File: src/rtl/gsp_pkg.sv
// Package for the global sector protect decoder.
// Assumes a single 50 MHz clock domain and an SPI mode 0/3 host.
package gsp_pkg;

	// ****************************************************************
	// Command opcodes
	// ****************************************************************
	localparam logic [7:0] OPC_WRITE_ENABLE = 8'h06;
	localparam logic [7:0] OPC_WRITE_DISABLE = 8'h04;
	localparam logic [7:0] OPC_WRITE_STATUS = 8'h01;

	// ****************************************************************
	// Status byte layout
	// ****************************************************************
	localparam int SR_LOCK_BIT = 7;
	localparam int SR_GLOBAL_HI = 5;
	localparam int SR_GLOBAL_LO = 2;
	localparam int SR_WP_BIT = 4;
	localparam int SR_SUM_HI = 3;
	localparam int SR_SUM_LO = 2;
	localparam int SR_WPL_BIT = 1;
	localparam logic [3:0] GLOBAL_ALL_ONES = 4'hF;
	localparam logic [3:0] GLOBAL_ALL_ZEROS = 4'h0;
	localparam logic [1:0] SUM_NONE = 2'h0;
	localparam logic [1:0] SUM_SOME = 2'h1;
	localparam logic [1:0] SUM_ALL = 2'h3;

	// ****************************************************************
	// Reset values and sizes
	// ****************************************************************
	localparam int NUM_SECTORS = 16;
	localparam int SECT_IDX_W = 4;
	localparam logic RST_SECT_BIT = 1'b1;
	localparam logic RST_LOCK = 1'b0;
	localparam logic RST_WPL = 1'b0;
	localparam int BITS_PER_BYTE = 8;
	localparam logic [2:0] LAST_BIT = 3'h7;
	localparam logic [2:0] FIRST_BIT = 3'h0;

	// ****************************************************************
	// Command decoder states
	// ****************************************************************
	typedef enum logic [5:0] {
		ST_OPCODE = 6'h01,
		ST_WEN = 6'h02,
		ST_WDIS = 6'h04,
		ST_WSR_WAIT = 6'h08,
		ST_WSR_FULL = 6'h10,
		ST_IGNORE = 6'h20
	} gsp_state_t;

endpackage

File: src/rtl/gsp_byte_if.sv
// Byte link between the SPI receiver and the protection core.
// Assumes both ends run on the same clock.
`timescale 1ns/1ns
interface gsp_byte_if;
	logic byte_valid;
	logic [7:0] byte_data;
	logic frame_active;
	logic frame_end;
	logic frame_aligned;

	// Receiver drives, core listens
	modport rx (output byte_valid, output byte_data, output frame_active, output frame_end, output frame_aligned);
	modport core (input byte_valid, input byte_data, input frame_active, input frame_end, input frame_aligned);
endinterface

File: src/rtl/gsp_protect_core.sv
// Global protect / unprotect decoder with sector protection bits and lock.
// Assumes the host is an SPI master; per-sector commands come from the
// rest of the device as one-cycle pulses on plain ports.
//
// Contract
// [RULE_01] Global operations ride only on status writes
// [RULE_02] Bits 5..2 all ones protect every sector
// [RULE_03] Bits 5..2 all zeros unprotect every sector
// [RULE_04] Mixed bits 5..2 leave sectors unchanged
// [RULE_05] Unlocked, 00h unprotects all, lock stays zero
// [RULE_06] Unlocked, 7Fh protects all, lock stays zero
// [RULE_07] Unlocked, FFh protects all and sets lock
// [RULE_08] Only bit 7 is stored, as lock
// [RULE_09] Status bits 5..2 show pin and summary; the code uses bits 4..2 and bit 5 reads zero
// [RULE_10] Pin low and locked: write fully ignored
// [RULE_11] Pin high and locked: lock loads bit 7 only
// [RULE_12] Host unlocks first, then writes global pattern
// [RULE_13] 0Fh with pin high clears lock only
// [RULE_14] F0h while unlocked sets lock only
// [RULE_15] Sector commands still act after global ones
// [RULE_16] Status write needs write permit latch set
// [RULE_17] Reset leaves every sector protected
// [RULE_18] Update applies at deselect after full byte
// [RULE_19] Sixteen sector bits, updated in one step
`timescale 1ns/1ns
module gsp_protect_core #(
	parameter int NUM_SECTORS = gsp_pkg::NUM_SECTORS,
	parameter int SECT_IDX_W = gsp_pkg::SECT_IDX_W
) (
	// Clock and reset
	input wire logic mclk_i,
	input wire logic reset_i,
	// Serial pins from the host
	input wire logic sck_i,
	input wire logic cs_n_i,
	input wire logic si_i,
	// Write protect pin, asserted low
	input wire logic wp_n_i,
	// Single sector commands from the device command path
	input wire logic sect_cmd_i,
	input wire logic sect_protect_i,
	input wire logic [SECT_IDX_W-1:0] sect_idx_i,
	// Protection state
	output logic [NUM_SECTORS-1:0] sect_prot_o,
	output logic lock_o,
	output logic write_permit_o,
	output logic [7:0] status_o,
	output logic global_done_o
);

	typedef struct packed {
		gsp_pkg::gsp_state_t state;
		logic write_permit_latch;
		logic protect_regs_lock_bit;
		logic [NUM_SECTORS-1:0] sect;
		logic [7:0] wr_data;
		logic [7:0] status;
		logic global_done;
	} gsp_core_state_t;

	gsp_core_state_t core_reg;
	gsp_core_state_t core_next;

	gsp_byte_if link ();

	// ****************************************************************
	// Serial byte receiver
	// ****************************************************************
	gsp_spi_rx u_rx (
		.mclk_i(mclk_i),
		.reset_i(reset_i),
		.sck_i(sck_i),
		.cs_n_i(cs_n_i),
		.si_i(si_i),
		.link(link)
	);

	// ****************************************************************
	// Status write decode
	// ****************************************************************
	// Field of the written byte that selects a global operation
	logic [3:0] global_field;
	logic global_set;
	logic global_clear;
	logic hard_locked;
	logic soft_locked;
	logic wsr_executes;

	assign global_field = core_reg.wr_data[gsp_pkg::SR_GLOBAL_HI:gsp_pkg::SR_GLOBAL_LO];
	// Only the two uniform patterns act; anything else is a no-op on sectors
	assign global_set = (global_field == gsp_pkg::GLOBAL_ALL_ONES); // [RULE_02] [RULE_04]
	assign global_clear = (global_field == gsp_pkg::GLOBAL_ALL_ZEROS); // [RULE_03] [RULE_04]
	// Lock active with pin asserted is a hard lock, else a soft lock
	assign hard_locked = core_reg.protect_regs_lock_bit && !wp_n_i; // [RULE_10]
	assign soft_locked = core_reg.protect_regs_lock_bit && wp_n_i; // [RULE_11]
	// A status write runs only at a clean deselect after its data byte
	assign wsr_executes = link.frame_end && link.frame_aligned && (core_reg.state == gsp_pkg::ST_WSR_FULL)
		&& core_reg.write_permit_latch; // [RULE_16] [RULE_18]

	// ****************************************************************
	// Status summary
	// ****************************************************************
	// Summary of sector bits: none, some or all protected
	logic [1:0] prot_summary;

	always_comb begin
		if (&core_reg.sect) begin
			prot_summary = gsp_pkg::SUM_ALL;
		end else if (|core_reg.sect) begin
			prot_summary = gsp_pkg::SUM_SOME;
		end else begin
			prot_summary = gsp_pkg::SUM_NONE;
		end
	end

	// ****************************************************************
	// Next state
	// ****************************************************************
	// Frame parsing, status write execution and sector commands
	always_comb begin
		core_next = core_reg;
		core_next.global_done = 1'b0;

		// Opcode and data bytes of a frame
		if (link.byte_valid) begin
			unique case (core_reg.state)
				gsp_pkg::ST_OPCODE: begin
					// No dedicated global opcode; only the status write carries it
					case (link.byte_data)
						gsp_pkg::OPC_WRITE_ENABLE: core_next.state = gsp_pkg::ST_WEN;
						gsp_pkg::OPC_WRITE_DISABLE: core_next.state = gsp_pkg::ST_WDIS;
						gsp_pkg::OPC_WRITE_STATUS: core_next.state = gsp_pkg::ST_WSR_WAIT; // [RULE_01]
						default: core_next.state = gsp_pkg::ST_IGNORE;
					endcase
				end
				gsp_pkg::ST_WSR_WAIT: begin
					// First data byte only; later bytes are dropped
					core_next.wr_data = link.byte_data;
					core_next.state = gsp_pkg::ST_WSR_FULL;
				end
				gsp_pkg::ST_WEN,
				gsp_pkg::ST_WDIS,
				gsp_pkg::ST_WSR_FULL,
				gsp_pkg::ST_IGNORE: begin
					core_next.state = core_reg.state;
				end
			endcase
		end

		// End of frame: enable and disable act only if the frame ended on a byte boundary
		if (link.frame_end) begin
			core_next.state = gsp_pkg::ST_OPCODE;
			if (link.frame_aligned && (core_reg.state == gsp_pkg::ST_WEN)) begin
				core_next.write_permit_latch = 1'b1;
			end
			if (link.frame_aligned && (core_reg.state == gsp_pkg::ST_WDIS)) begin
				core_next.write_permit_latch = 1'b0;
			end
			// Any status write frame consumes the permit, done or not
			if ((core_reg.state == gsp_pkg::ST_WSR_WAIT) || (core_reg.state == gsp_pkg::ST_WSR_FULL)) begin
				core_next.write_permit_latch = 1'b0; // [RULE_16]
			end
		end

		// Status write: only the lock bit is stored, bits 5..2 are decoded
		if (wsr_executes) begin
			if (hard_locked) begin
				// Pin low and locked: data discarded, lock cannot drop
				core_next.protect_regs_lock_bit = core_reg.protect_regs_lock_bit; // [RULE_10]
			end else if (soft_locked) begin
				// Unlock first; a global op needs a second write
				core_next.protect_regs_lock_bit = core_reg.wr_data[gsp_pkg::SR_LOCK_BIT]; // [RULE_11] [RULE_12] [RULE_13]
			end else begin
				// Unlocked: 00h, 7Fh, FFh and F0h all fall out of this decode
				core_next.protect_regs_lock_bit = core_reg.wr_data[gsp_pkg::SR_LOCK_BIT]; // [RULE_08] [RULE_07] [RULE_14]
				if (global_set) begin
					core_next.sect = {NUM_SECTORS{1'b1}}; // [RULE_02] [RULE_06] [RULE_07] [RULE_19]
					core_next.global_done = 1'b1;
				end else if (global_clear) begin
					core_next.sect = {NUM_SECTORS{1'b0}}; // [RULE_03] [RULE_05] [RULE_19]
					core_next.global_done = 1'b1;
				end
			end
		end

		// Single sector command; applied after any global step in the same
		// cycle so the sector command has the last word on its own bit
		if (sect_cmd_i && !core_reg.protect_regs_lock_bit) begin
			core_next.sect[sect_idx_i] = sect_protect_i; // [RULE_15]
		end

		// Status image: lock, pin, summary, permit latch; bits 6, 5 and 0 read zero
		core_next.status = '0;
		core_next.status[gsp_pkg::SR_LOCK_BIT] = core_reg.protect_regs_lock_bit;
		core_next.status[gsp_pkg::SR_WP_BIT] = wp_n_i; // [RULE_09]
		core_next.status[gsp_pkg::SR_SUM_HI:gsp_pkg::SR_SUM_LO] = prot_summary; // [RULE_09]
		core_next.status[gsp_pkg::SR_WPL_BIT] = core_reg.write_permit_latch;
	end

	// ****************************************************************
	// State register
	// ****************************************************************
	// Reset protects all sectors so nothing is writable until software asks
	always_ff @(posedge mclk_i) begin
		if (reset_i) begin
			core_reg.state <= gsp_pkg::ST_OPCODE;
			core_reg.write_permit_latch <= gsp_pkg::RST_WPL;
			core_reg.protect_regs_lock_bit <= gsp_pkg::RST_LOCK;
			core_reg.sect <= {NUM_SECTORS{gsp_pkg::RST_SECT_BIT}}; // [RULE_17]
			core_reg.wr_data <= '0;
			core_reg.status <= '0;
			core_reg.global_done <= 1'b0;
		end else begin
			core_reg <= core_next;
		end
	end

	// ****************************************************************
	// Outputs
	// ****************************************************************
	assign sect_prot_o = core_reg.sect;
	assign lock_o = core_reg.protect_regs_lock_bit;
	assign write_permit_o = core_reg.write_permit_latch;
	assign status_o = core_reg.status;
	assign global_done_o = core_reg.global_done;

endmodule // gsp_protect_core

File: src/rtl/gsp_spi_rx.sv
// SPI byte receiver: oversamples sck and cs_n on the system clock.
// Assumes pins are already synchronous and sck is well below mclk/2.
`timescale 1ns/1ns
module gsp_spi_rx (
	// Clock and reset
	input wire logic mclk_i,
	input wire logic reset_i,
	// Serial pins
	input wire logic sck_i,
	input wire logic cs_n_i,
	input wire logic si_i,
	// Byte link
	gsp_byte_if.rx link
);

	typedef struct packed {
		logic sck_prev;
		logic cs_prev;
		logic [6:0] shift;
		logic [2:0] bit_cnt;
		logic byte_valid;
		logic [7:0] byte_data;
		logic frame_end;
		logic frame_aligned;
	} gsp_rx_state_t;

	gsp_rx_state_t rx_reg;
	gsp_rx_state_t rx_next;

	// ****************************************************************
	// Next state
	// ****************************************************************
	// Bits are taken MSB first on the rising sck edge, as modes 0 and 3 require
	always_comb begin
		rx_next = rx_reg;
		rx_next.sck_prev = sck_i;
		rx_next.cs_prev = cs_n_i;
		rx_next.byte_valid = 1'b0;
		rx_next.frame_end = 1'b0;
		if (cs_n_i) begin
			// Deselect drops any partial byte
			rx_next.bit_cnt = pkg_first();
			rx_next.shift = '0;
			if (!rx_reg.cs_prev) begin
				rx_next.frame_end = 1'b1;
				rx_next.frame_aligned = (rx_reg.bit_cnt == gsp_pkg::FIRST_BIT);
			end
		end else if (sck_i && !rx_reg.sck_prev) begin
			rx_next.shift = {rx_reg.shift[5:0], si_i};
			rx_next.bit_cnt = rx_reg.bit_cnt + 3'h1;
			if (rx_reg.bit_cnt == gsp_pkg::LAST_BIT) begin
				rx_next.byte_valid = 1'b1;
				rx_next.byte_data = {rx_reg.shift, si_i};
			end
		end
	end

	function automatic logic [2:0] pkg_first();
		return gsp_pkg::FIRST_BIT;
	endfunction

	// State register
	always_ff @(posedge mclk_i) begin
		if (reset_i) begin
			rx_reg <= '{sck_prev: 1'b0, cs_prev: 1'b1, shift: '0, bit_cnt: '0, byte_valid: 1'b0,
				byte_data: '0, frame_end: 1'b0, frame_aligned: 1'b0};
		end else begin
			rx_reg <= rx_next;
		end
	end

	// Link outputs, all from flops
	assign link.byte_valid = rx_reg.byte_valid;
	assign link.byte_data = rx_reg.byte_data;
	assign link.frame_active = !rx_reg.cs_prev;
	assign link.frame_end = rx_reg.frame_end;
	assign link.frame_aligned = rx_reg.frame_aligned;

endmodule // gsp_spi_rx

File: config.mk
export PLATFORM = sky130hd
export DESIGN_NAME = gsp_protect_core
export DESIGN_NICKNAME = d
export VERILOG_FILES = /design/src/rtl/gsp_pkg.sv /design/src/rtl/gsp_byte_if.sv /design/src/rtl/gsp_protect_core.sv /design/src/rtl/gsp_spi_rx.sv
export SDC_FILE = /design/constraint.sdc
export NUM_CORES = 1
export LEC_CHECK = 0
export BUFFER_PORTS_ARGS = -buffer_cell sky130_fd_sc_hd__buf_4
export CAP_MARGIN = 25
export CORE_AREA = 2 2 88 90
export CTS_BUF_LIST = sky130_fd_sc_hd__clkbuf_4 sky130_fd_sc_hd__clkbuf_8
export DETAILED_ROUTE_END_ITERATION = 16
export DIE_AREA = 0 0 90 92
export PLACE_DENSITY = 0.56
export SETUP_SLACK_MARGIN = 0.05
export SKIP_LAST_GASP = 1
export SLEW_MARGIN = 20
export SYNTH_ARGS = -nofsm -noshare
export SYNTH_HDL_FRONTEND = slang
export SYNTH_SLANG_ARGS = --single-unit
export TNS_END_PERCENT = 50
File: constraint.sdc
create_clock -name mclk_i -period 2.2 [get_ports mclk_i]
set_input_delay 0.22 -clock mclk_i [delete_from_list [all_inputs] [get_ports mclk_i]]
set_output_delay 0.22 -clock mclk_i [all_outputs]
set_load 0.02 [all_outputs]
==> results of run 1 <==
-- final cells by class --
class	count	area [sq um]	share of cell area, %
Multi-Input combinational cell	232	1410	44.0
Timing Repair Buffer	40	300	9.41
Sequential cell	58	1160	36.4
Inverter	6	22.5	0.706
Clock inverter	3	15.0	0.470
Tap cell	102	128	4.00
Clock buffer	13	160	5.02
-- path summary, 6_finish.rpt --
| kind | from | endpoint | slack [ns] | depth (start not counted) |
|---|---|---|---|---|
| max | u_rx.link.frame_end | sect_prot_o[9] | 0.49 | 5 |
| min | sck_i | u_rx.rx_reg[22] | 0.13 | 2 |
| max reg2reg | u_rx.link.frame_end | sect_prot_o[9] | 0.49 | 5 |
| min reg2reg | u_rx.link.byte_data[6] | u_rx.link.byte_data[6] | 0.46 | 2 |
-- cells in the mapped netlist, types with 7 or more instances --
cell,number,area share [%]
nand2_1,44,5.8
clkbuf_1,8,1.1
nor2_1,22,2.9
nor3_1,7,1.2
nor4_1,8,1.8
a21oi_1,36,6.4
o211ai_2,10,4.4
dfxtp_1,58,41
buf_4,25,6.6
mux2i_1,9,3.2
o21ai_0,18,3.2
nor2b_1,7,1.6
o21ai_1,9,1.6
-- placed cells by master (no fill, tap or decap), types with 3 or more instances in the layout --
cell,synthesis,routed
a21oi_1,36,36
buf_4,25,40
clkbuf_4,0,3
clkbuf_8,0,10
clkinv_2,0,3
conb_1,1,3
dfxtp_1,58,58
ha_1,3,3
inv_1,6,6
mux2i_1,9,9
nand2_1,44,44
nand2b_1,6,6
nand3_1,3,3
nand4_1,6,6
nor2_1,22,22
nor2b_1,7,7
nor3_1,7,7
nor3b_1,4,4
nor4_1,8,8
o211ai_1,3,3
o211ai_2,10,10
o21ai_0,18,18
o21ai_1,9,9
o31ai_1,4,4
or2_2,4,4
-- stage by stage --
step | setup WS (ns) | area, sq um | total power, mW | util [%]
after floorplan | 0.654 | 2830 | 1.22 | -
after CTS | 0.451 | 3190 | 2.14 | 42.9
after detailed placement | 0.468 | 3020 | 1.26 | 40.5
after global placement | 0.544 | 3020 | 1.26 | 40.5
after global routing | 0.358 | 3190 | 2.20 | 42.9
final | 0.494 | 3190 | 2.11 | 42.9
-- per-layer routing --
layer / wire [microns] / vias to the layer above / global-route usage, %
li1: - / 1182 / -
met1: 2850 / 1085 / 18.2
met2: 3040 / 50 / 27.1
met3: 243 / 6 / 4.11
met4: 69 / 0 / 6.67
met5: 0 / - / 0
-- worst max-delay path, delay by kind of cell (launching register included) --
kind                   cells  cell delay, ns
AOI/OAI and AO/OA          1            0.20
buffers and inverters      1            0.24
DFF                        1            0.48
and+or+nand+nor            3            0.68
-- cells by family (layout without fill, tap and decap cells) --
group	Yosys count	in the layout	synth area share, %
compound gates	87	87	19.7
xor+xnor	2	2	0.620
other cells	1	3	0.133
mux	9	9	3.19
buf+inv	43	62	9.39
fa+ha+maj	3	3	1.33
simple gates	128	128	24.5
flops	58	58	41.1
-- power by group --
group	switching, mW	internal (mW)	leakage (nW)
Clock	0.404	0.472	0.0974
Sequential	0.0123	1.07	0.470
Combinational	0.0993	0.0578	0.657
==> flow_summary.yaml, run 1 <==
placement:
  place_hpwl_microns: 4410
  place.gp.congestion: 0.791
  io_buffer_count: 35
  post-place-cells: 438
finish:
  fillers: 762
  areaGrowthSynthToFinish_pct: 13.0
  nets: 362
  largest_register_ffs: 16
  final_cells: 454
  drive_gt1_share_pct: 21.6
  n_antenna_cell: 0
floorplanning:
  fp.dieH_microns: 92
  core_sq_mm: 0.00745
  floorplan.rows: 32
  die_w_microns: 90
  pin_count: 39
  dieArea_sq_mm: 0.00828
  start_util_pct: 37.9
worst_setup_path:
  critPathMaxStageDelay_ns: 0.48
  crit_type: "reg -> reg"
  startpoint_type: "register"
  required_ns: 2.44
  cp_slowest_cell: "dfxtp_1"
  worstPathArrival_ns: 1.94
  crit_path_end_kind: "register"
  path_cells: "nand4_1 -> nor4b_4 -> buf_4 -> nor2_1 -> o31ai_1"
  worst-path-max-fanout: 16
drt:
  viasPerCell: 5.12
  wirelength_microns: 6200
  vias: 2323
  drtPass1Iterations: 4
  drtAntennaViolNets: 0
  drcViolationCount: 0
  drt_iter0_drc: 99
  wl_per_cell_microns: 13.7
sta:
  final-hold-violation-count: 0
  final.period_utilization_pct: 77.5
  finClkSkew_ns: 0.00778
  whs_ns: 0.133
  rsz0062_at_grt: "false"
  drv_slew: 0
  setup_viol: 0
  relSlewSlack_pct: 67.0
  tns_ns: 0
  worstMarginPinSlew_ns: 0.491
  clock.fmax_mhz: 586
  layout_min_cycle_time_ns: 1.71
power:
  p_leak_nw: 1.22
  power_density_mw_per_mm2: 661
  ir_worst_vdd_uv: 290
global_route:
  grt_pass1_wl_microns: 10400
  grtUsageTotal_pct: 15.6
  grt_pass1_vias: 2182
  grt_antenna_before_repair: 0
  grt_max_degree: 47
  overflow: 0
clock_network:
  htreeDepth: 3
  clkTransAtPathRegs_ns: 0.06
  clockRootBuffer: "clkbuf_8"
  cts_buffer_depth: 2
  cts_tree: "built"
  clock_latency_ns: 0.33
  post_cts_resized: 0
  postCtsSetupBuffers: 0
  hold_buffers: 0
  cts_buffers: 9
  cts_sinks: 58
logic_synthesis:
  synth_edf_count: 0
  async_flop_share_pct: 0
  synth_cells: 331
  yosysSeqAreaShare_pct: 41.1
  synth_cell_types: 49
  synth-seq-cells: 58
  yosysWarnings: 0
  syn-cell-area_sq_mm: 0.00282
  syn_avg_cell_area_sq_um: 8.53
  synth_flop_cell: "dfxtp_1"
worst_hold_path:
  hold_path_class: "in -> reg"
job:
  max-cap-violations: 0
outcome:
  status: "completed"
(Power assumes the default switching activity.)
==> run 2: changes to the inputs <==
--- a/config.mk
+++ b/config.mk
@@ -11,7 +11,7 @@
 export CTS_BUF_LIST = sky130_fd_sc_hd__clkbuf_4 sky130_fd_sc_hd__clkbuf_8
 export DETAILED_ROUTE_END_ITERATION = 16
 export DIE_AREA = 0 0 90 92
-export PLACE_DENSITY = 0.56
+export PLACE_DENSITY = 0.59
 export SETUP_SLACK_MARGIN = 0.05
 export SKIP_LAST_GASP = 1
 export SLEW_MARGIN = 20
==> constraint.sdc (replaced) <==
create_clock -name mclk_i -period 1.4 [get_ports mclk_i]
set_input_delay 0.14 -clock mclk_i [delete_from_list [all_inputs] [get_ports mclk_i]]
set_output_delay 0.14 -clock mclk_i [all_outputs]
set_load 0.02 [all_outputs]
==> run 2 against run 1 <==
  * The run now ends with negative setup slack left
  * Setup slack worse by 0.68 ns
  * Cell count is 9.0% higher
  * Critical path depth rose by 1
  * Sequential cell count is the same
  * Global-route usage up 1.1 points
  * Clock skew is 0.0076 ns higher
==> flow_summary.yaml, run 2 (synthesis gave the netlist of run 1 again) <==
finish:
  largest_register_ffs: 16
  mostFrequentLayoutCell: "buf_4"
  final_util_pct: 50.0
  final_cells: 495
  nets: 403
  drive_gt1_share_pct: 37.4
  areaGrowthSynthToFinish_pct: 31.8
  n_antenna_cell: 0
  design_area_sq_mm: 0.00372
  layout_common_cells: "73 x buf_4, 48 x dfxtp_1, 44 x nand2_1"
worst_hold_path:
  hold_path_class: "in -> reg"
floorplanning:
  fp.dieH_microns: 92
  pin_count: 39
  core_sq_mm: 0.00745
  start_util_pct: 37.9
  dieArea_sq_mm: 0.00828
  floorplan.rows: 32
  die_w_microns: 90
clock_network:
  cts_sinks: 58
  clock_latency_ns: 0.34
  cts_buffers: 9
  clockRootBuffer: "clkbuf_8"
  cts_tree: "built"
  htreeDepth: 3
  clkTransAtPathRegs_ns: 0.08
  cts_buffer_depth: 2
drt:
  drtAntennaViolNets: 0
  wirelength_microns: 7130
  vias: 2497
  drtPass1Iterations: 4
  drcViolationCount: 0
  wl_per_cell_microns: 14.4
  viasPerCell: 5.04
  drt_iter0_drc: 144
job:
  max-cap-violations: 0
power:
  power_density_mw_per_mm2: 909
  p_clk_share_pct: 41.7
  swShare_pct: 26.8
  pwr-share-comb_pct: 8.3
  switchingPower_mw: 0.908
  power_mw: 3.38
  internal-power_mw: 2.47
  seqPwrFrac_pct: 50.0
  p_leak_nw: 1.47
  ir_worst_vdd_uv: 415
placement:
  post_dp_cell_area_sq_mm: 0.00328
  io_buffer_count: 35
  post-place-cells: 466
  place.gp.congestion: 0.826
  place_hpwl_microns: 4550
  place_ws_ns: -0.204
global_route:
  grtUsageTotal_pct: 16.7
  grt_pass1_vias: 2278
  grt_pass1_wl_microns: 11200
  grt_antenna_before_repair: 0
  grt_max_degree: 38
  overflow: 0
outcome:
  status: "finished, violations left"
  violations: "negative setup slack"
worst_setup_path:
  crit_type: "reg -> reg"
  startpoint_type: "register"
  worstPathArrival_ns: 1.85
  required_ns: 1.66
  worst-path-max-fanout: 5
  crit_path_end_kind: "register"
sta:
  clock.fmax_mhz: 629
  setup_viol: 25
  final-hold-violation-count: 0
  finClkSkew_ns: 0.0154
  rsz0062_at_grt: "true"
  layout_min_cycle_time_ns: 1.59
  drv_slew: 0
  final.period_utilization_pct: 114
  worst_slack_ns: -0.190
run 2: final cells by class:
cell class / instances / area [sq um]
repair buffers: 81 / 687
fillers: 736 / 3730
flip-flops and latches: 58 / 1180
clock buffers: 10 / 138
multi-input cells: 232 / 1530
clock inverters: 6 / 41.3
well taps: 102 / 128
inverters: 6 / 22.5
run 2: critical path: stages, from the launching register on:
cell	delay, ns
dfxtp_2	0.33
or3_4	0.42
nor4b_4	0.30
buf_4	0.19
clkbuf_16	0.13
o21ai_1	0.07
o211ai_2	0.08
run 2: timing repair:
action	CTS	global route
hold buffers	0	0
buffers inserted	4	9
gates cloned	0	1
pin swaps	2	17
setup endpoints to repair	30	38
gates resized for setup	9	27
run 2: worst paths after layout:
path | from | endpoint | slack (ns) | cells after the start
worst max-delay path | core_reg[36] | sect_prot_o[5] | -0.19 | 6
worst min-delay path | sck_i | u_rx.rx_reg[22] | 0.03 | 2
worst max register to register | core_reg[36] | sect_prot_o[5] | -0.19 | 6
worst min register to register | u_rx.rx_reg[20] | u_rx.rx_reg[20] | 0.46 | 2
run 2: through the flow:
step                      setup TNS (ns)  hold slack, ns
after floorplan                    -1.76           0.268
after global placement             -2.84           0.373
after detailed placement           -3.52           0.385
after CTS                          -2.69          0.0275
after global routing               -4.69          0.0327
final                              -3.09          0.0332
run 2: per-layer routing:
layer	vias up	global-route usage, %	wire [microns]
li1	1266	-	-
met1	1170	22.7	3450
met2	53	24.9	3250
met3	8	4.03	329
met4	0	7.95	95
met5	-	0	0
run 2: power by group through the flow:
stage               registers (mW)  clock network, mW  logic [mW]
global route                  1.69               1.53       0.302
CTS                           1.69               1.43       0.273
floorplan                     1.72                  0       0.186
finish                        1.69               1.41       0.279
detailed placement            1.73                  0       0.273
global placement              1.73                  0       0.270
==> run 3: changes to the inputs <==
--- a/config.mk
+++ b/config.mk
@@ -5,14 +5,15 @@
 export SDC_FILE = /design/constraint.sdc
 export NUM_CORES = 1
 export LEC_CHECK = 0
+export ABC_AREA = 1
 export BUFFER_PORTS_ARGS = -buffer_cell sky130_fd_sc_hd__buf_4
 export CAP_MARGIN = 25
-export CORE_AREA = 2 2 88 90
+export CORE_AREA = 2 2 90 92
 export CTS_BUF_LIST = sky130_fd_sc_hd__clkbuf_4 sky130_fd_sc_hd__clkbuf_8
 export DETAILED_ROUTE_END_ITERATION = 16
-export DIE_AREA = 0 0 90 92
+export DIE_AREA = 0 0 92 94
 export PLACE_DENSITY = 0.59
-export SETUP_SLACK_MARGIN = 0.05
+export SETUP_SLACK_MARGIN = 0.4
 export SKIP_LAST_GASP = 1
 export SLEW_MARGIN = 20
 export SYNTH_ARGS = -nofsm -noshare
==> run 3 against run 2 <==
  * The run now ends clean
  * Core utilization rose by 1.2 points
  * Cell count rose by 21%
  * Largest power group unchanged
  * Global-route usage rose by 1.1 points
  * Register-to-register slack improved by 0.27 ns
  * First-iteration DRC count rose by 14%
  * Sequential share of layout area fell by 1.2 points
  * Via count rose by 13%
==> flow_summary.yaml, run 3 <==
sta:
  tns_ns: 0
  rsz0062_at_grt: "true"
  final-hold-violation-count: 0
  clock.fmax_mhz: 759
  finClkSkew_ns: 0.00877
  setup_viol: 0
  final.period_utilization_pct: 94.1
  worst_slack_ns: 0.0825
  drv_slew: 0
  whs_ns: 0.0386
  layout_min_cycle_time_ns: 1.32
placement:
  place_hpwl_microns: 4870
  io_buffer_count: 35
  place_ws_ns: 0.0384
  post_dp_cell_area_sq_mm: 0.00330
  place.gp.congestion: 0.871
logic_synthesis:
  synth_top_family_by_area: "simple AND/OR/NAND/NOR gates"
  synth_top_area_share_pct: 38.8
  netlist_top_cells_count: "118 x nand2_1, 65 x nor2_1, 64 x inv_1"
  syn-cell-area_sq_mm: 0.00300
  synth-simple-area-share_pct: 34.4
  synth_area_leaders: "dfxtp_1 39%, nand2_1 15%, nor2_1 8.1%"
  yosys-mux-area-fraction_pct: 0
  synth-xor-area-share_pct: 0
  async_flop_share_pct: 0
  yosysSeqAreaShare_pct: 38.8
  synth_cells: 447
  synth_edf_count: 0
  syn_avg_cell_area_sq_um: 6.70
  synth-seq-cells: 58
  synth_top_area_cell: "dfxtp_1"
  synth_compound_area_share_pct: 9.73
  synthMostInstantiatedCell: "nand2_1"
  synth_flop_cell: "dfxtp_1"
  synthAdderAreaFrac_pct: 1.25
  synth_cell_types: 29
  yosysWarnings: 0
worst_setup_path:
  cp_top_family: "simple AND/OR/NAND/NOR gates"
  r2r_end: "sect_prot_o[14]"
  r2r-start: "core_reg[36]"
  required_ns: 1.62
  crit_type: "reg -> reg"
  cp_slowest_cell: "dfxtp_2"
  path_buf_inv: 2
  worstPathArrival_ns: 1.54
  critPathMaxStageDelay_ns: 0.34
  reg2regPathDepth: 8
  path_cells: "nor2_4 -> buf_6 -> nand3_4 -> buf_4 -> nor3_4 -> nand2_1 -> nand3_2 -> nand2_1"
  crit_path_end_kind: "register"
  worst-path-max-fanout: 3
  reg2reg_setup_slack_ns: 0.08
  startpoint_type: "register"
  cp_common_cell: "nand2_1"
global_route:
  grt_antenna_before_repair: 0
  grt_pass1_wl_microns: 12100
  grt_max_degree: 21
  grt_pass1_vias: 2520
  grtUsageTotal_pct: 17.8
  overflow: 0
clock_network:
  htreeDepth: 3
  clock_latency_ns: 0.33
  clkTransAtPathRegs_ns: 0.07
  cts_buffers: 9
  clockRootBuffer: "clkbuf_8"
  cts_buffer_depth: 2
  cts_sinks: 58
  cts_tree: "built"
drt:
  wl_met3_microns: 380
  top_layer: "met4"
  drcViolationCount: 0
  vias: 2816
  drt_iter0_drc: 164
  wl_per_cell_microns: 12.3
  drt-met1-wl_microns: 3430
  dr_wl_met2_microns: 3480
  wirelength_microns: 7360
  drtPass1Iterations: 4
  viasPerCell: 4.69
  drtAntennaViolNets: 0
power:
  p_leak_nw: 1.93
  power_density_mw_per_mm2: 900
  ir_worst_vdd_uv: 527
  power_mw: 3.50
floorplanning:
  fp.dieH_microns: 94
  floorplan.rows: 32
  start_util_pct: 39.4
  dieArea_sq_mm: 0.00865
  die_w_microns: 92
  core_sq_mm: 0.00761
  pin_count: 39
worst_hold_path:
  worstHoldPathCells: 3
  hold_path_class: "in -> reg"
  hp-start: "si_i"
  hold_end: "u_rx.rx_reg[14]"
finish:
  largest_register_ffs: 16
  mostFrequentLayoutCell: "nand2_1"
  nets: 510
  n_antenna_cell: 0
  design_area_sq_mm: 0.00389
  drive_gt1_share_pct: 28.9
  layout_common_cells: "110 x nand2_1, 60 x nor2_1, 58 x inv_1"
  areaGrowthSynthToFinish_pct: 29.8
job:
  max-cap-violations: 0
outcome:
  status: "completed"
-- run 3: cell types whose count changed after synthesis, moves of 10 or more --
cell      before  now
inv_1          6   64
nand3_1        3   18
o21ai_0       18   31
nand2_1       44  118
o211ai_2      10    0
nor2_1        22   65
a21oi_1       36   14
-- run 3: stage by stage --
stage	utilization (%)	instances
3_3_place_gp	43.3	557
3_5_place_dp	43.3	557
6_report	51.1	600
4_1_cts	48.8	588
2_1_floorplan	-	449
5_1_grt	51.1	600
-- run 3: metal layers --
| layer | global-route usage [%] | vias to the layer above |
|---|---|---|
| met4 | 6.72 | 0 |
| met5 | 0 | - |
| met2 | 27.9 | 60 |
| met1 | 23.7 | 1279 |
| li1 | - | 1473 |
| met3 | 4.25 | 4 |
-- run 3: what timing repair did --
item	4_1_cts	5_1_grt
setup buffers	15	11
resized for setup	33	23
gates cloned	2	1
endpoints found under the setup margin	61	65
pin swaps	22	12
hold buffers	0	0
-- run 3: cells by family after synthesis --
logic type               count (synthesis)
AND/OR/NAND/NOR                        230
other                                    1
buffers and inverters                   99
adder cells (fa/ha/maj)                  3
AO/OA/AOI/OAI                           56
flip-flops                              58
-- run 3: area by class of cell --
cell class | instances | area (sq um)
Fill cell | 758 | 3720
Multi-Input combinational cell | 294 | 1610
Sequential cell | 58 | 1180
Timing Repair Buffer | 65 | 536
Inverter | 66 | 254
Clock buffer | 10 | 131
Tap cell | 102 | 128
Clock inverter | 4 | 45.0
Timing Repair inverter | 1 | 7.51
-- run 3: worst max-delay path by stage --
stage | startpoint | endpoint | slack, ns | depth (start not counted)
after floorplan | write_permit_o | sect_prot_o[12] | 0.23 | 5
after global placement | core_reg[35] | sect_prot_o[4] | 0.07 | 8
after detailed placement | core_reg[35] | sect_prot_o[3] | 0.04 | 8
after CTS | core_reg[36] | sect_prot_o[11] | 0.13 | 7
after global routing | u_rx.link.frame_end | sect_prot_o[9] | -0.04 | 8
final | core_reg[36] | sect_prot_o[14] | 0.08 | 8
-- run 3: power breakdown --
part	switching (mW)	leakage [nW]	internal, mW
sequential	0.0227	0.476	1.68
clock	0.648	0.0952	0.813
combinational	0.198	1.36	0.137
-- run 3: worst register-to-register path, delay by kind of cell, from the launching register on --
kind | cells | cell delay (ns)
and+or+nand+nor | 6 | 0.61
DFF | 1 | 0.34
buffers and inverters | 2 | 0.29
